### src/drfs_pkg.sv
// Purpose: Shared constants and types for the display reset filter sequencer
// Assumes: 200 MHz internal clock
// Notes: Times kept in their own units, cycle counts derived from them
package drfs_pkg;
    localparam int CLK_MHZ = 200;
    localparam int REJECT_US = 5;
    localparam int FULL_US = 9;
    localparam int LOAD_MS = 5;
    localparam int BLANK_MS = 120;
    localparam int REJECT_CYC = REJECT_US * CLK_MHZ;
    localparam int FULL_CYC = FULL_US * CLK_MHZ;
    localparam int LOAD_CYC = LOAD_MS * 1000 * CLK_MHZ;
    localparam int BLANK_CYC = BLANK_MS * 1000 * CLK_MHZ;
    localparam int CNT_W = 25;
    localparam int NVM_WORDS = 4;
    localparam int NVM_AW = 2;
    localparam logic [7:0] ID0_RST = 8'h00;
    localparam logic [7:0] COMMON_V_RST = 8'h00;

    typedef enum logic [2:0] {
        ST_RUN = 3'b000,
        ST_BLANK = 3'b001,
        ST_HOLD = 3'b010,
        ST_LOAD = 3'b011,
        ST_SETTLE = 3'b100
    } drfs_state_t;

    typedef struct packed {
        logic [7:0] id_byte;
        logic [7:0] common_voltage_setting;
        logic [7:0] cfg_a;
        logic [7:0] cfg_b;
    } drfs_nvm_t;
endpackage

### src/drfs_filter.sv
// Purpose: Glitch filter on the active-low hardware reset pin
// Assumes: Pin synchronous to ref_clk_i
// Notes: Pulses under the reject width never reach the sequencer
`timescale 1ns/1ps
module drfs_filter (
    input wire logic ref_clk_i,
    input wire logic rst_i,
    input wire logic hw_reset_n_i,
    output logic reset_act_o
);
    logic [11:0] low_reg;
    logic [11:0] high_reg;

    // Width measured in oscillator cycles
    always_ff @(posedge ref_clk_i) begin
        if (rst_i) begin
            low_reg <= 12'h000;
            high_reg <= 12'h000;
        end else if (!hw_reset_n_i) begin
            high_reg <= 12'h000;
            if (low_reg != 12'hfff) low_reg <= low_reg + 12'h001;
        end else begin
            low_reg <= 12'h000;
            if (high_reg != 12'hfff) high_reg <= high_reg + 12'h001;
        end
    end

    // Assert at reject width; release also needs a clean high run
    always_ff @(posedge ref_clk_i) begin
        if (rst_i) begin
            reset_act_o <= 1'b0;
        end else if (!hw_reset_n_i && low_reg == 12'(drfs_pkg::REJECT_CYC - 1)) begin
            reset_act_o <= 1'b1;
        end else if (hw_reset_n_i && high_reg == 12'(drfs_pkg::REJECT_CYC - 1)) begin
            reset_act_o <= 1'b0;
        end
    end

    short_rejected_a: assert property (@(posedge ref_clk_i) disable iff (rst_i)
        $rose(reset_act_o) |-> $past(low_reg) == 12'(drfs_pkg::REJECT_CYC - 1))
        else $error("reset taken before reject width");
    long_taken_a: assert property (@(posedge ref_clk_i) disable iff (rst_i)
        low_reg == 12'(drfs_pkg::FULL_CYC) |-> reset_act_o)
        else $error("long pulse not taken");
    spike_held_a: assert property (@(posedge ref_clk_i) disable iff (rst_i)
        reset_act_o && hw_reset_n_i && high_reg < 12'(drfs_pkg::REJECT_CYC - 2)
        |=> reset_act_o)
        else $error("spike released reset");
endmodule // drfs_filter

### src/drfs_top.sv
// Purpose: Reset filter and reset-cancel sequencer of a display controller
// Assumes: Host keeps its own waits after release
// Notes: Long counts are parameters so simulation can shorten them
`timescale 1ns/1ps
module drfs_top #(
    parameter int LOAD_CYC = drfs_pkg::LOAD_CYC,
    parameter int BLANK_CYC = drfs_pkg::BLANK_CYC
) (
    input wire logic ref_clk_i,
    input wire logic rst_i,
    input wire logic hw_reset_n_i,
    input wire logic sleep_out_i,
    input wire drfs_pkg::drfs_nvm_t nvm_data_i,
    output logic [1:0] nvm_addr_o,
    output logic nvm_rd_o,
    output drfs_pkg::drfs_nvm_t regs_o,
    output logic blank_o,
    output logic blank_seq_o,
    output logic defaults_o,
    output logic ready_o,
    output logic in_reset_o
);
    ////////////////////////////////////////////////////////////////////////
    logic reset_act;
    drfs_pkg::drfs_state_t state_reg;
    logic [24:0] cnt_reg;
    logic [24:0] since_rel_reg;
    logic was_sleep_out_reg;
    logic [7:0] words_reg [drfs_pkg::NVM_WORDS];
    logic [24:0] seq_len_reg;

    // Filter release trails the pin by the reject width; settle absorbs it
    localparam int SETTLE_CYC = (LOAD_CYC > drfs_pkg::REJECT_CYC + 2)
        ? LOAD_CYC - drfs_pkg::REJECT_CYC - 2 : 0;

    // Cancel phase: after blanking, before normal running
    function automatic logic in_cancel(input drfs_pkg::drfs_state_t s);
        return s != drfs_pkg::ST_RUN && s != drfs_pkg::ST_BLANK;
    endfunction

    drfs_filter u_filter (
        .ref_clk_i(ref_clk_i),
        .rst_i(rst_i),
        .hw_reset_n_i(hw_reset_n_i),
        .reset_act_o(reset_act)
    );

    ////////////////////////////////////////////////////////////////////////
    // Sequencer
    always_ff @(posedge ref_clk_i) begin
        if (rst_i) begin
            state_reg <= drfs_pkg::ST_RUN;
            cnt_reg <= 25'h0000000;
            was_sleep_out_reg <= 1'b0;
        end else begin
            case (state_reg)
                drfs_pkg::ST_RUN: begin
                    if (reset_act) begin
                        was_sleep_out_reg <= sleep_out_i;
                        cnt_reg <= 25'h0000000;
                        // Blank sequence only from sleep-out
                        state_reg <= sleep_out_i ? drfs_pkg::ST_BLANK : drfs_pkg::ST_HOLD;
                    end
                end
                drfs_pkg::ST_BLANK: begin
                    cnt_reg <= cnt_reg + 25'h0000001;
                    // Bounded by blank time even if pin released early
                    if (cnt_reg == 25'(BLANK_CYC - 1)) begin
                        state_reg <= drfs_pkg::ST_HOLD;
                    end
                end
                drfs_pkg::ST_HOLD: begin
                    cnt_reg <= 25'h0000000;
                    if (!reset_act) state_reg <= drfs_pkg::ST_LOAD;
                end
                drfs_pkg::ST_LOAD: begin
                    // A new reset during reload starts over from defaults
                    if (reset_act) begin
                        state_reg <= drfs_pkg::ST_HOLD;
                    end else if (cnt_reg == 25'(drfs_pkg::NVM_WORDS)) begin
                        state_reg <= drfs_pkg::ST_SETTLE;
                    end else begin
                        cnt_reg <= cnt_reg + 25'h0000001;
                    end
                end
                drfs_pkg::ST_SETTLE: begin
                    if (reset_act) begin
                        state_reg <= drfs_pkg::ST_HOLD;
                    end else if (since_rel_reg >= 25'(SETTLE_CYC)) begin
                        state_reg <= drfs_pkg::ST_RUN;
                    end
                end
                default: state_reg <= drfs_pkg::ST_RUN;
            endcase
        end
    end

    // Time since filtered release
    // Saturates so a long idle never wraps back into the cancel window
    always_ff @(posedge ref_clk_i) begin
        if (rst_i || reset_act) begin
            since_rel_reg <= 25'h0000000;
        end else if (since_rel_reg != 25'h1ffffff) begin
            since_rel_reg <= since_rel_reg + 25'h0000001;
        end
    end

    ////////////////////////////////////////////////////////////////////////
    // NVM reload into register copies
    // One word a cycle, lowest address first
    always_ff @(posedge ref_clk_i) begin
        if (rst_i) begin
            nvm_addr_o <= 2'h0;
            nvm_rd_o <= 1'b0;
        end else begin
            nvm_rd_o <= state_reg == drfs_pkg::ST_LOAD && !reset_act
                && cnt_reg < 25'(drfs_pkg::NVM_WORDS);
            nvm_addr_o <= cnt_reg[1:0];
        end
    end

    always_ff @(posedge ref_clk_i) begin
        if (rst_i || state_reg == drfs_pkg::ST_HOLD) begin
            for (int i = 0; i < drfs_pkg::NVM_WORDS; i++) words_reg[i] <= 8'h00;
        end else if (nvm_rd_o) begin
            words_reg[nvm_addr_o] <= nvm_data_i[8*(3-int'(nvm_addr_o)) +: 8];
        end
    end

    always_ff @(posedge ref_clk_i) begin
        if (rst_i) begin
            regs_o <= {drfs_pkg::ID0_RST, drfs_pkg::COMMON_V_RST, 8'h00, 8'h00};
        end else begin
            regs_o <= {words_reg[0], words_reg[1], words_reg[2], words_reg[3]};
        end
    end

    ////////////////////////////////////////////////////////////////////////
    // Status outputs
    always_ff @(posedge ref_clk_i) begin
        if (rst_i) begin
            blank_o <= 1'b0;
            blank_seq_o <= 1'b0;
            defaults_o <= 1'b0;
            ready_o <= 1'b1;
            in_reset_o <= 1'b0;
        end else begin
            // Blank also covers the cycle where reset_act is set but the state is still ST_RUN
            blank_o <= state_reg != drfs_pkg::ST_RUN || reset_act;
            blank_seq_o <= state_reg == drfs_pkg::ST_BLANK;
            defaults_o <= state_reg == drfs_pkg::ST_HOLD;
            // Host still owes its own 5 ms and 120 ms waits
            ready_o <= state_reg == drfs_pkg::ST_RUN && !reset_act;
            in_reset_o <= reset_act;
        end
    end

    ////////////////////////////////////////////////////////////////////////
    // Length of the blanking pulse as seen on the pin, checked below
    always_ff @(posedge ref_clk_i) begin
        if (rst_i || !blank_seq_o) begin
            seq_len_reg <= 25'h0000000;
        end else if (seq_len_reg != 25'h1ffffff) begin
            seq_len_reg <= seq_len_reg + 25'h0000001;
        end
    end

    // Checks on the sequencer
    sleepin_no_seq_a: assert property (@(posedge ref_clk_i) disable iff (rst_i)
        state_reg == drfs_pkg::ST_RUN && reset_act && !sleep_out_i
        |=> state_reg == drfs_pkg::ST_HOLD)
        else $error("blank sequence run from sleep-in");
    sleepout_seq_a: assert property (@(posedge ref_clk_i) disable iff (rst_i)
        state_reg == drfs_pkg::ST_RUN && reset_act && sleep_out_i
        |=> state_reg == drfs_pkg::ST_BLANK ##1 blank_seq_o)
        else $error("blank sequence not started from sleep-out");
    blank_bounded_a: assert property (@(posedge ref_clk_i) disable iff (rst_i)
        state_reg == drfs_pkg::ST_BLANK |-> cnt_reg < 25'(BLANK_CYC))
        else $error("blank sequence too long");
    seq_length_a: assert property (@(posedge ref_clk_i) disable iff (rst_i)
        blank_seq_o |-> seq_len_reg < 25'(BLANK_CYC))
        else $error("blank output held too long");
    cancel_bounded_a: assert property (@(posedge ref_clk_i) disable iff (rst_i)
        in_cancel(state_reg) && !reset_act && !was_sleep_out_reg
        |-> since_rel_reg < 25'(SETTLE_CYC + 8))
        else $error("reset cancel too long");
    cancel_sleepout_a: assert property (@(posedge ref_clk_i) disable iff (rst_i)
        in_cancel(state_reg) && !reset_act && was_sleep_out_reg
        |-> since_rel_reg < 25'(BLANK_CYC + 8))
        else $error("sleep-out cancel too long");
    blank_held_a: assert property (@(posedge ref_clk_i) disable iff (rst_i)
        state_reg == drfs_pkg::ST_HOLD |=> blank_o)
        else $error("display not blank during reset");
    reload_done_a: assert property (@(posedge ref_clk_i) disable iff (rst_i)
        $fell(reset_act) && state_reg == drfs_pkg::ST_HOLD |-> ##[1:8] nvm_rd_o)
        else $error("no reload after release");
    load_order_a: assert property (@(posedge ref_clk_i) disable iff (rst_i)
        nvm_rd_o && nvm_addr_o != 2'h0
        |-> $past(nvm_rd_o) && $past(nvm_addr_o) == nvm_addr_o - 2'h1)
        else $error("reload words out of order");
    hold_release_a: assert property (@(posedge ref_clk_i) disable iff (rst_i)
        state_reg == drfs_pkg::ST_HOLD && !reset_act |=> state_reg == drfs_pkg::ST_LOAD)
        else $error("reload not started after release");
    rd_idle_a: assert property (@(posedge ref_clk_i) disable iff (rst_i)
        state_reg != drfs_pkg::ST_LOAD |=> !nvm_rd_o)
        else $error("read strobe outside reload");
    defaults_clear_a: assert property (@(posedge ref_clk_i) disable iff (rst_i)
        state_reg == drfs_pkg::ST_HOLD |=> words_reg[1] == 8'h00)
        else $error("defaults not restored");
    defaults_out_a: assert property (@(posedge ref_clk_i) disable iff (rst_i)
        defaults_o |=> regs_o == 32'h00000000)
        else $error("registers not at defaults");
endmodule // drfs_top

### config.mk
export PLATFORM = sky130hd
export DESIGN_NAME = drfs_top
export DESIGN_NICKNAME = d
export VERILOG_FILES = /design/src/drfs_pkg.sv /design/src/drfs_filter.sv /design/src/drfs_top.sv
export SDC_FILE = /design/constraint.sdc
export NUM_CORES = 1
export LEC_CHECK = 0
export BUFFER_PORTS_ARGS = -buffer_cell sky130_fd_sc_hd__buf_2
export CORE_ASPECT_RATIO = 1.75
export CORE_MARGIN = 2
export CORE_UTILIZATION = 58
export DETAILED_ROUTE_END_ITERATION = 10
export PLACE_DENSITY = 0.79
export SYNTH_ARGS = -nofsm -noshare
export SYNTH_HDL_FRONTEND = slang
export SYNTH_HIERARCHICAL = 1
export SYNTH_SLANG_ARGS = --single-unit
### constraint.sdc
create_clock -name ref_clk_i -period 2.3 [get_ports ref_clk_i]
set_input_delay 0.46 -clock ref_clk_i [delete_from_list [all_inputs] [get_ports ref_clk_i]]
set_output_delay 0.46 -clock ref_clk_i [all_outputs]
set_load 0.01 [all_outputs]
==> impl_metrics.sql, run 1 <==
INSERT INTO impl_metrics (metric_group, metric, value, unit) VALUES
('finish', 'final_design_area_no_fill', '0.00769', 'mm^2'),
('placed_design', 'hpwl_reported_at_the_end_of_detailed_placement', '10.5', 'mm'),
('global_routing', 'grt_antenna_before_repair', '0', ''),
('power', 'worst_ir_drop_vdd', '0.822', 'mV'),
('worst_setup_path', 'critical_path_peak_fanout', '5', ''),
('flow_run', 'max_capacitance_violation_count', '0', ''),
('drt', 'drt_iter0_drc', '245', ''),
('global_routing', 'largest_net_degree_at_the_start_of_global_routing', '33', ''),
('worst_setup_path', 'cpPeakStageDelay', '0.48', 'ns'),
('finish', 'layout_cell_share_with_drive_strength_beyond_1', '19.6', '%'),
('sta', 'final_cycle_utilization_of_the_critical_path', '96.5', '%'),
('logic_synthesis', 'yosysTopAreaCell', 'dfxtp_1', ''),
('sta', 'slew_viol_final', '0', ''),
('finish', 'fin_nets', '779', ''),
('global_routing', 'wire_length_of_the_first_global_routing_pass', '24.1', 'mm'),
('logic_synthesis', 'synth_enable_flop_cells', '32', ''),
('finish', 'finalCoreUtilization', '69.7', '%'),
('global_routing', 'grt.total_usage', '25.1', '%'),
('worst_setup_path', 'critical_path.cell_chain', 'nor4_1 > nand4_1 > nor3_1 > o2bb2ai_1 > a2111oi_1 > a311o_1', ''),
('logic_synthesis', 'yosys_register_bits', '150', ''),
('worst_hold_path', 'worstHoldPathCells', '2', ''),
('logic_synthesis', 'synthXorXnorAreaFrac', '6.73', '%'),
('logic_synthesis', 'synth_cells', '651', ''),
('cts', 'clock_tree_from_tritoncts', 'built', ''),
('worst_setup_path', 'cp_slowest_cell', 'a2111oi_1', ''),
('worst_hold_path', 'timing.hold.worst_endpoint', 'words_reg[1][1]$_SDFFCE_PN0P_', ''),
('worst_setup_path', 'critical_path.startpoint', 'cnt_reg[3]$_SDFFE_PP0P_', ''),
('worst_setup_path', 'crit-reg2reg-launch', 'cnt_reg[3]$_SDFFE_PP0P_', ''),
('worst_setup_path', 'ff2ff_path_depth', '6', ''),
('drt', 'route.detailed.wl_per_inst', '16.7', 'um'),
('cts', 'root_buffer', 'clkbuf_16', ''),
('finish', 'layout.cells.most_common_list', 'dfxtp_1 (118), nor2_1 (75), buf_2 (75)', ''),
('logic_synthesis', 'synth.mux.area_fraction', '3.25', '%'),
('drt', 'via_count', '5170', ''),
('logic_synthesis', 'dominant_combinational_cell_family_by_area_after_synthesis', 'simple AND/OR/NAND/NOR gates', ''),
('finish', 'filler_cell_count', '817', ''),
('sta', 'timing_hold_violations_final', '0', ''),
('placed_design', 'preCtsSetupSlack', '0.138', 'ns'),
('cts', 'cts.reportedPaths.clkPinSlew', '0.06', 'ns'),
('placed_design', 'placedInstanceArea', '0.00706', 'mm^2'),
('cts', 'cts_setup_buffers', '0', ''),
('outcome', 'run_status', 'finished, final reports clean', ''),
('drt', 'remaining_drc_errors', '0', ''),
('logic_synthesis', 'synth_async_sr_flop_share', '0', '%'),
('floorplanning', 'core.rowCount', '51', ''),
('sta', 'timing.hold.ws', '0.333', 'ns'),
('logic_synthesis', 'register_area_share_after_synthesis', '51.0', '%'),
('worst_setup_path', 'timing.critical_path.from_type', 'flop', ''),
('logic_synthesis', 'synthesis.area', '0.00651', 'mm^2'),
('sta', 'maxSlewHeadroom', '22.4', '%'),
('worst_hold_path', 'timing.hold.worst.start', 'nvm_data_i[17]', ''),
('logic_synthesis', 'synth_compound_area_share', '6.76', '%'),
('drt', 'first_pass_iters', '5', ''),
('power', 'total_power_per_unit_cell_area', '766', 'mW/mm^2'),
('floorplanning', 'core_area', '0.0110', 'mm^2'),
('placed_design', 'globalplace.congestion', '0.878', ''),
('sta', 'final.setup_skew', '0.00711', 'ns'),
('cts', 'sinks_on_the_clock_net', '150', ''),
('global_routing', 'grt_pass1_vias', '5290', ''),
('sta', 'fmax', '451', 'MHz'),
('floorplanning', 'design.die.area', '0.0121', 'mm^2'),
('floorplanning', 'start_util', '59.0', '%'),
('worst_setup_path', 'worstSetupPathType', 'flop to flop', ''),
('logic_synthesis', 'synthesis.nets', '693', ''),
('logic_synthesis', 'postSynth.topFlopCell', 'dfxtp_1', ''),
('logic_synthesis', 'synth-warning-count', '6', ''),
('global_routing', 'grt.overflow.total', '0', ''),
('cts', 'cts.path.max_buffers', '2', ''),
('worst_setup_path', 'required', '2.66', 'ns'),
('logic_synthesis', 'post-synth-top-area-fraction', '36.3', '%'),
('worst_setup_path', 'critical_path_capture_point_type', 'flop', '');
-- stage by stage --
step                      instances  power (uW)
final                           882        5890
after detailed placement        850        3000
after CTS                       882        5920
after global placement          850        2990
after global routing            882        6060
after floorplan                 651        2900
-- synth_stat cells, types with 3 or more instances --
master and count:
nor3_1 19, mux4_2 8, nor2_1 75, nand2b_1 4, o31ai_1 3, clkbuf_1 15
a31oi_1 6, inv_1 21, dfxtp_1 118, xor2_1 14, or3_1 9, and2_1 27
edfxtp_1 32, nand4_2 3, nor3b_1 3, and4_1 5, nand4_1 15, nand3_1 31
o21a_1 4, nor2b_1 34, nor4b_1 4, buf_2 5, and3_1 14, o21ai_0 15
a211oi_1 6, ha_1 6, or4_1 3, xnor2_1 36, nor3_2 3, nor4_1 20
a21oi_1 20, nand2_1 37
-- report_power, final --
part | total [uW] | switching [uW] | internal (uW)
Combinational | 188 | 110 | 77.1
Clock | 2950 | 1070 | 1880
Sequential | 2750 | 19.2 | 2730
Total | 5890 | 1200 | 4690
-- cells by family (layout without fill, tap and decap cells) --
| group | Yosys count | in the layout |
|---|---|---|
| muxes | 11 | 11 |
| adders and majority gates | 6 | 6 |
| and+or+nand+nor | 322 | 322 |
| buffers and inverters | 45 | 144 |
| AOI/OAI and AO/OA | 67 | 67 |
| DFF | 150 | 150 |
| xor gates and xnor gates | 50 | 50 |
-- final cells by class --
type	count	area (um^2)	area share [%]
flip-flops and latches	150	3320	43.2
multi-input cells	456	3000	39.0
repair buffers	91	495	6.44
clock buffers	21	462	6.00
clock inverters	11	169	2.20
well taps	132	165	2.15
inverters	21	78.8	1.02
-- worst max-delay path: cells and delay by family (launching register included) --
family / cells / cell delay, ns
flip-flops: 1 / 0.38
AND/OR/NAND/NOR: 3 / 0.94
AO/OA/AOI/OAI: 3 / 0.84
-- worst max path at each step --
stage / depth (start not counted) / end
global route: 6 / state_reg[1]$_SDFFE_PP0P_
global placement: 6 / cnt_reg[22]$_SDFFE_PP0P_
CTS: 6 / state_reg[1]$_SDFFE_PP0P_
finish: 6 / state_reg[1]$_SDFFE_PP0P_
detailed placement: 6 / state_reg[1]$_SDFFE_PP0P_
floorplan: 3 / words_reg[1][0]$_SDFFCE_PN0P_
-- repair_timing --
action / CTS / global route
hold buffers: 0 / 0
resized for setup: 0 / 1
endpoints found under the setup margin: 0 / 1
-- layer usage --
metal,vias to the layer above,routed length (um),GRT usage [%]
met2,156,8170,48.2
met3,52,564,5.48
met1,2485,5400,24.4
met4,0,597,13.9
li1,2477,-,-
met5,-,0,0
(Power assumes the default switching activity.)
==> run 2: changes to the inputs <==
Settings changed: CORE_ASPECT_RATIO 1.75 to 1.2, PLACE_DENSITY 0.79 to default, PLACE_DENSITY_LB_ADDON from default to 0.15, RECOVER_POWER from default to 50.
==> run 2 against run 1 <==
Net effect: sequential power hardly changed; global-route usage is 1.6 points lower; routed wire length is 8.2% lower; clock power hardly changed; register-to-register slack better by 0.09 ns.
==> impl_metrics.sql, run 2 (synthesis gave the netlist of run 1 again) <==
INSERT INTO impl_metrics (metric_group, metric, value, unit) VALUES
('flow_run', 'max_capacitance_violation_count', '0', ''),
('cts', 'htree_num_levels', '4', ''),
('worst_setup_path', 'cp_slowest_cell', 'nor4_4', ''),
('sta', 'setup_viol_count_final', '0', ''),
('power', 'power.static_leakage', '0.00275', 'uW'),
('cts', 'clock_tree_from_tritoncts', 'built', ''),
('sta', 'timing.hold.ws', '0.332', 'ns'),
('finish', 'layout_cell_share_with_drive_strength_beyond_1', '13.8', '%'),
('power', 'total_power_per_unit_cell_area', '773', 'mW/mm^2'),
('drt', 'detailroute.wirelength.met3', '492', 'um'),
('drt', 'routed.top_layer', 'met4', ''),
('sta', 'final_cycle_utilization_of_the_critical_path', '92.5', '%'),
('floorplanning', 'start_util', '59.3', '%'),
('drt', 'remaining_drc_errors', '0', ''),
('worst_setup_path', 'crit_top_cell', 'nand2_1', ''),
('worst_setup_path', 'required', '2.66', 'ns'),
('finish', 'multi_input_comb_area', '0.00299', 'mm^2'),
('power', 'sw_frac_of_total', '20.8', '%'),
('power', 'power_switching', '1220', 'uW'),
('power', 'worst_ir_drop_vdd', '0.454', 'mV'),
('cts', 'hold_buffers', '0', ''),
('sta', 'maxSlewHeadroom', '27.0', '%'),
('sta', 'final.setup.tns', '0', 'ns'),
('finish', 'filler_cell_count', '858', ''),
('global_routing', 'grt.overflow.total', '0', ''),
('sta', 'fmax', '470', 'MHz'),
('floorplanning', 'design.die.area', '0.0121', 'mm^2'),
('worst_setup_path', 'critical_path_capture_point_type', 'flop', ''),
('finish', 'flow.area_growth_from_synthesis', '16.7', '%'),
('finish', 'layout.cells.most_common', 'dfxtp_1', ''),
('drt', 'first_pass_iters', '5', ''),
('floorplanning', 'dieHeight', '120', 'um'),
('cts', 'numCtsBuffers', '17', ''),
('floorplanning', 'dieWidth', '101', 'um'),
('cts', 'cts_resized', '0', ''),
('drt', 'routedLengthMet1', '5.78', 'mm'),
('drt', 'finalWirelength', '13.5', 'mm'),
('drt', 'route.detailed.wl_per_inst', '15.4', 'um'),
('sta', 'timing_hold_violations_final', '0', ''),
('floorplanning', 'core.rowCount', '42', ''),
('drt', 'route.met2.wl', '6.96', 'mm'),
('cts', 'clk-insertion-delay-late', '0.42', 'ns'),
('global_routing', 'largest_net_degree_at_the_start_of_global_routing', '31', ''),
('cts', 'sinks_on_the_clock_net', '150', ''),
('worst_setup_path', 'arrival_time_of_data_at_the_critical_path_endpoint', '2.49', 'ns'),
('worst_setup_path', 'critical_path_peak_fanout', '9', ''),
('cts', 'cts.path.max_buffers', '2', ''),
('cts', 'root_buffer', 'clkbuf_16', ''),
('power', 'cellInternalPower', '4650', 'uW'),
('power', 'p_clk_share', '50.1', '%'),
('cts', 'cts.reportedPaths.clkPinSlew', '0.06', 'ns'),
('global_routing', 'grt_pass1_vias', '4884', ''),
('power', 'sequential_cell_fraction_of_total_power', '46.9', '%'),
('finish', 'layout.cells.most_common_list', 'dfxtp_1 (118), nor2_1 (75), clkbuf_1 (44)', ''),
('sta', 'final.setup_skew', '0.00506', 'ns'),
('worst_setup_path', 'cpPeakStageDelay', '0.54', 'ns'),
('finish', 'layout.area.seq', '0.00332', 'mm^2'),
('drt', 'via_count', '5024', ''),
('placed_design', 'globalplace.congestion', '0.876', ''),
('global_routing', 'grt_antenna_before_repair', '0', ''),
('worst_setup_path', 'worstSetupPathType', 'flop to flop', ''),
('global_routing', 'grt.total_usage', '23.5', '%'),
('floorplanning', 'design.portCount', '76', ''),
('placed_design', 'hpwl_reported_at_the_end_of_detailed_placement', '9.45', 'mm'),
('power', 'share_comb_of_total_power', '3.0', '%'),
('sta', 'worstMarginPinSlew', '1.08', 'ns'),
('floorplanning', 'core_area', '0.0110', 'mm^2'),
('drt', 'vias_per_cell', '5.72', ''),
('outcome', 'run_status', 'finished, final reports clean', ''),
('worst_setup_path', 'critical_path.cell_chain', 'nor4_1 > nand2_1 > nor4_4 > nor2_2 > a211o_1 > nand2_1', ''),
('drt', 'drt_iter0_drc', '275', ''),
('sta', 'grt_setup_unrepaired', 'false', ''),
('sta', 'period_needed', '2.13', 'ns'),
('placed_design', 'portbufs', '75', ''),
('global_routing', 'wire_length_of_the_first_global_routing_pass', '22.4', 'mm'),
('finish', 'n_antenna_cell', '0', ''),
('worst_hold_path', 'hp-class', 'input port to flop', ''),
('cts', 'cts_setup_buffers', '0', ''),
('finish', 'fin_nets', '776', ''),
('sta', 'slew_viol_final', '0', ''),
('worst_setup_path', 'timing.critical_path.from_type', 'flop', ''),
('drt', 'drt.antenna.violating_nets', '0', '');
==> run 2: cell types whose count changed in the layout (fill, tap and decap cells not counted), moves of 3 or more <==
cell	change
buf_4	-10
buf_2	-39
clkbuf_2	+3
clkbuf_1	+41
==> run 2: metrics by stage <==
stage / worst slack (ns) / instances / utilization [%] / cell area, um^2 / total power, uW
after floorplan: 0.253 / 651 / - / 6510 / 2900
after global placement: 0.260 / 847 / 64.1 / 7040 / 2990
after detailed placement: 0.216 / 847 / 64.1 / 7040 / 2990
after CTS: 0.187 / 879 / 69.9 / 7680 / 5920
after global routing: 0.00357 / 879 / 69.2 / 7600 / 6060
final: 0.172 / 879 / 69.2 / 7600 / 5870
==> run 2: critical path, delay by kind of cell, from the launching register on <==
family / cells / cell delay (ns)
AO/OA/AOI/OAI: 1 / 0.29
flip-flops: 1 / 0.36
AND/OR/NAND/NOR: 5 / 1.43
==> run 2: power groups by stage <==
stage | Combinational, uW | Sequential (uW) | Clock, uW
after detailed placement | 184 | 2810 | 0
final | 176 | 2750 | 2940
after global placement | 178 | 2810 | 0
after floorplan | 87.1 | 2820 | 0
after global routing | 194 | 2760 | 3110
after CTS | 185 | 2750 | 2980
==> run 2: area by class of cell <==
type / instances / share of cell area [%]
multi-input cells: 456 / 39.3
well taps: 132 / 2.17
clock inverters: 12 / 2.12
flip-flops and latches: 150 / 43.7
clock buffers: 20 / 6.31
repair buffers: 88 / 5.28
inverters: 21 / 1.04
==> run 2: worst paths after layout <==
path | to | slack, ns | cells past startpoint | start
max | cnt_reg[12]$_SDFFE_PP0P_ | 0.17 | 6 | cnt_reg[15]$_SDFFE_PP0P_
min | words_reg[1][2]$_SDFFCE_PN0P_ | 0.33 | 2 | nvm_data_i[18]
max reg2reg | cnt_reg[12]$_SDFFE_PP0P_ | 0.17 | 6 | cnt_reg[15]$_SDFFE_PP0P_
min reg2reg | regs_o[30]$_SDFF_PP0_ | 0.45 | 1 | words_reg[0][6]$_SDFFCE_PN0P_
==> run 2: per-layer routing <==
metal,vias to the layer above,global-route usage (%)
li1,2479,-
met1,2398,28.1
met2,123,39.9
met3,24,5.88
met4,0,9.67
met5,-,0
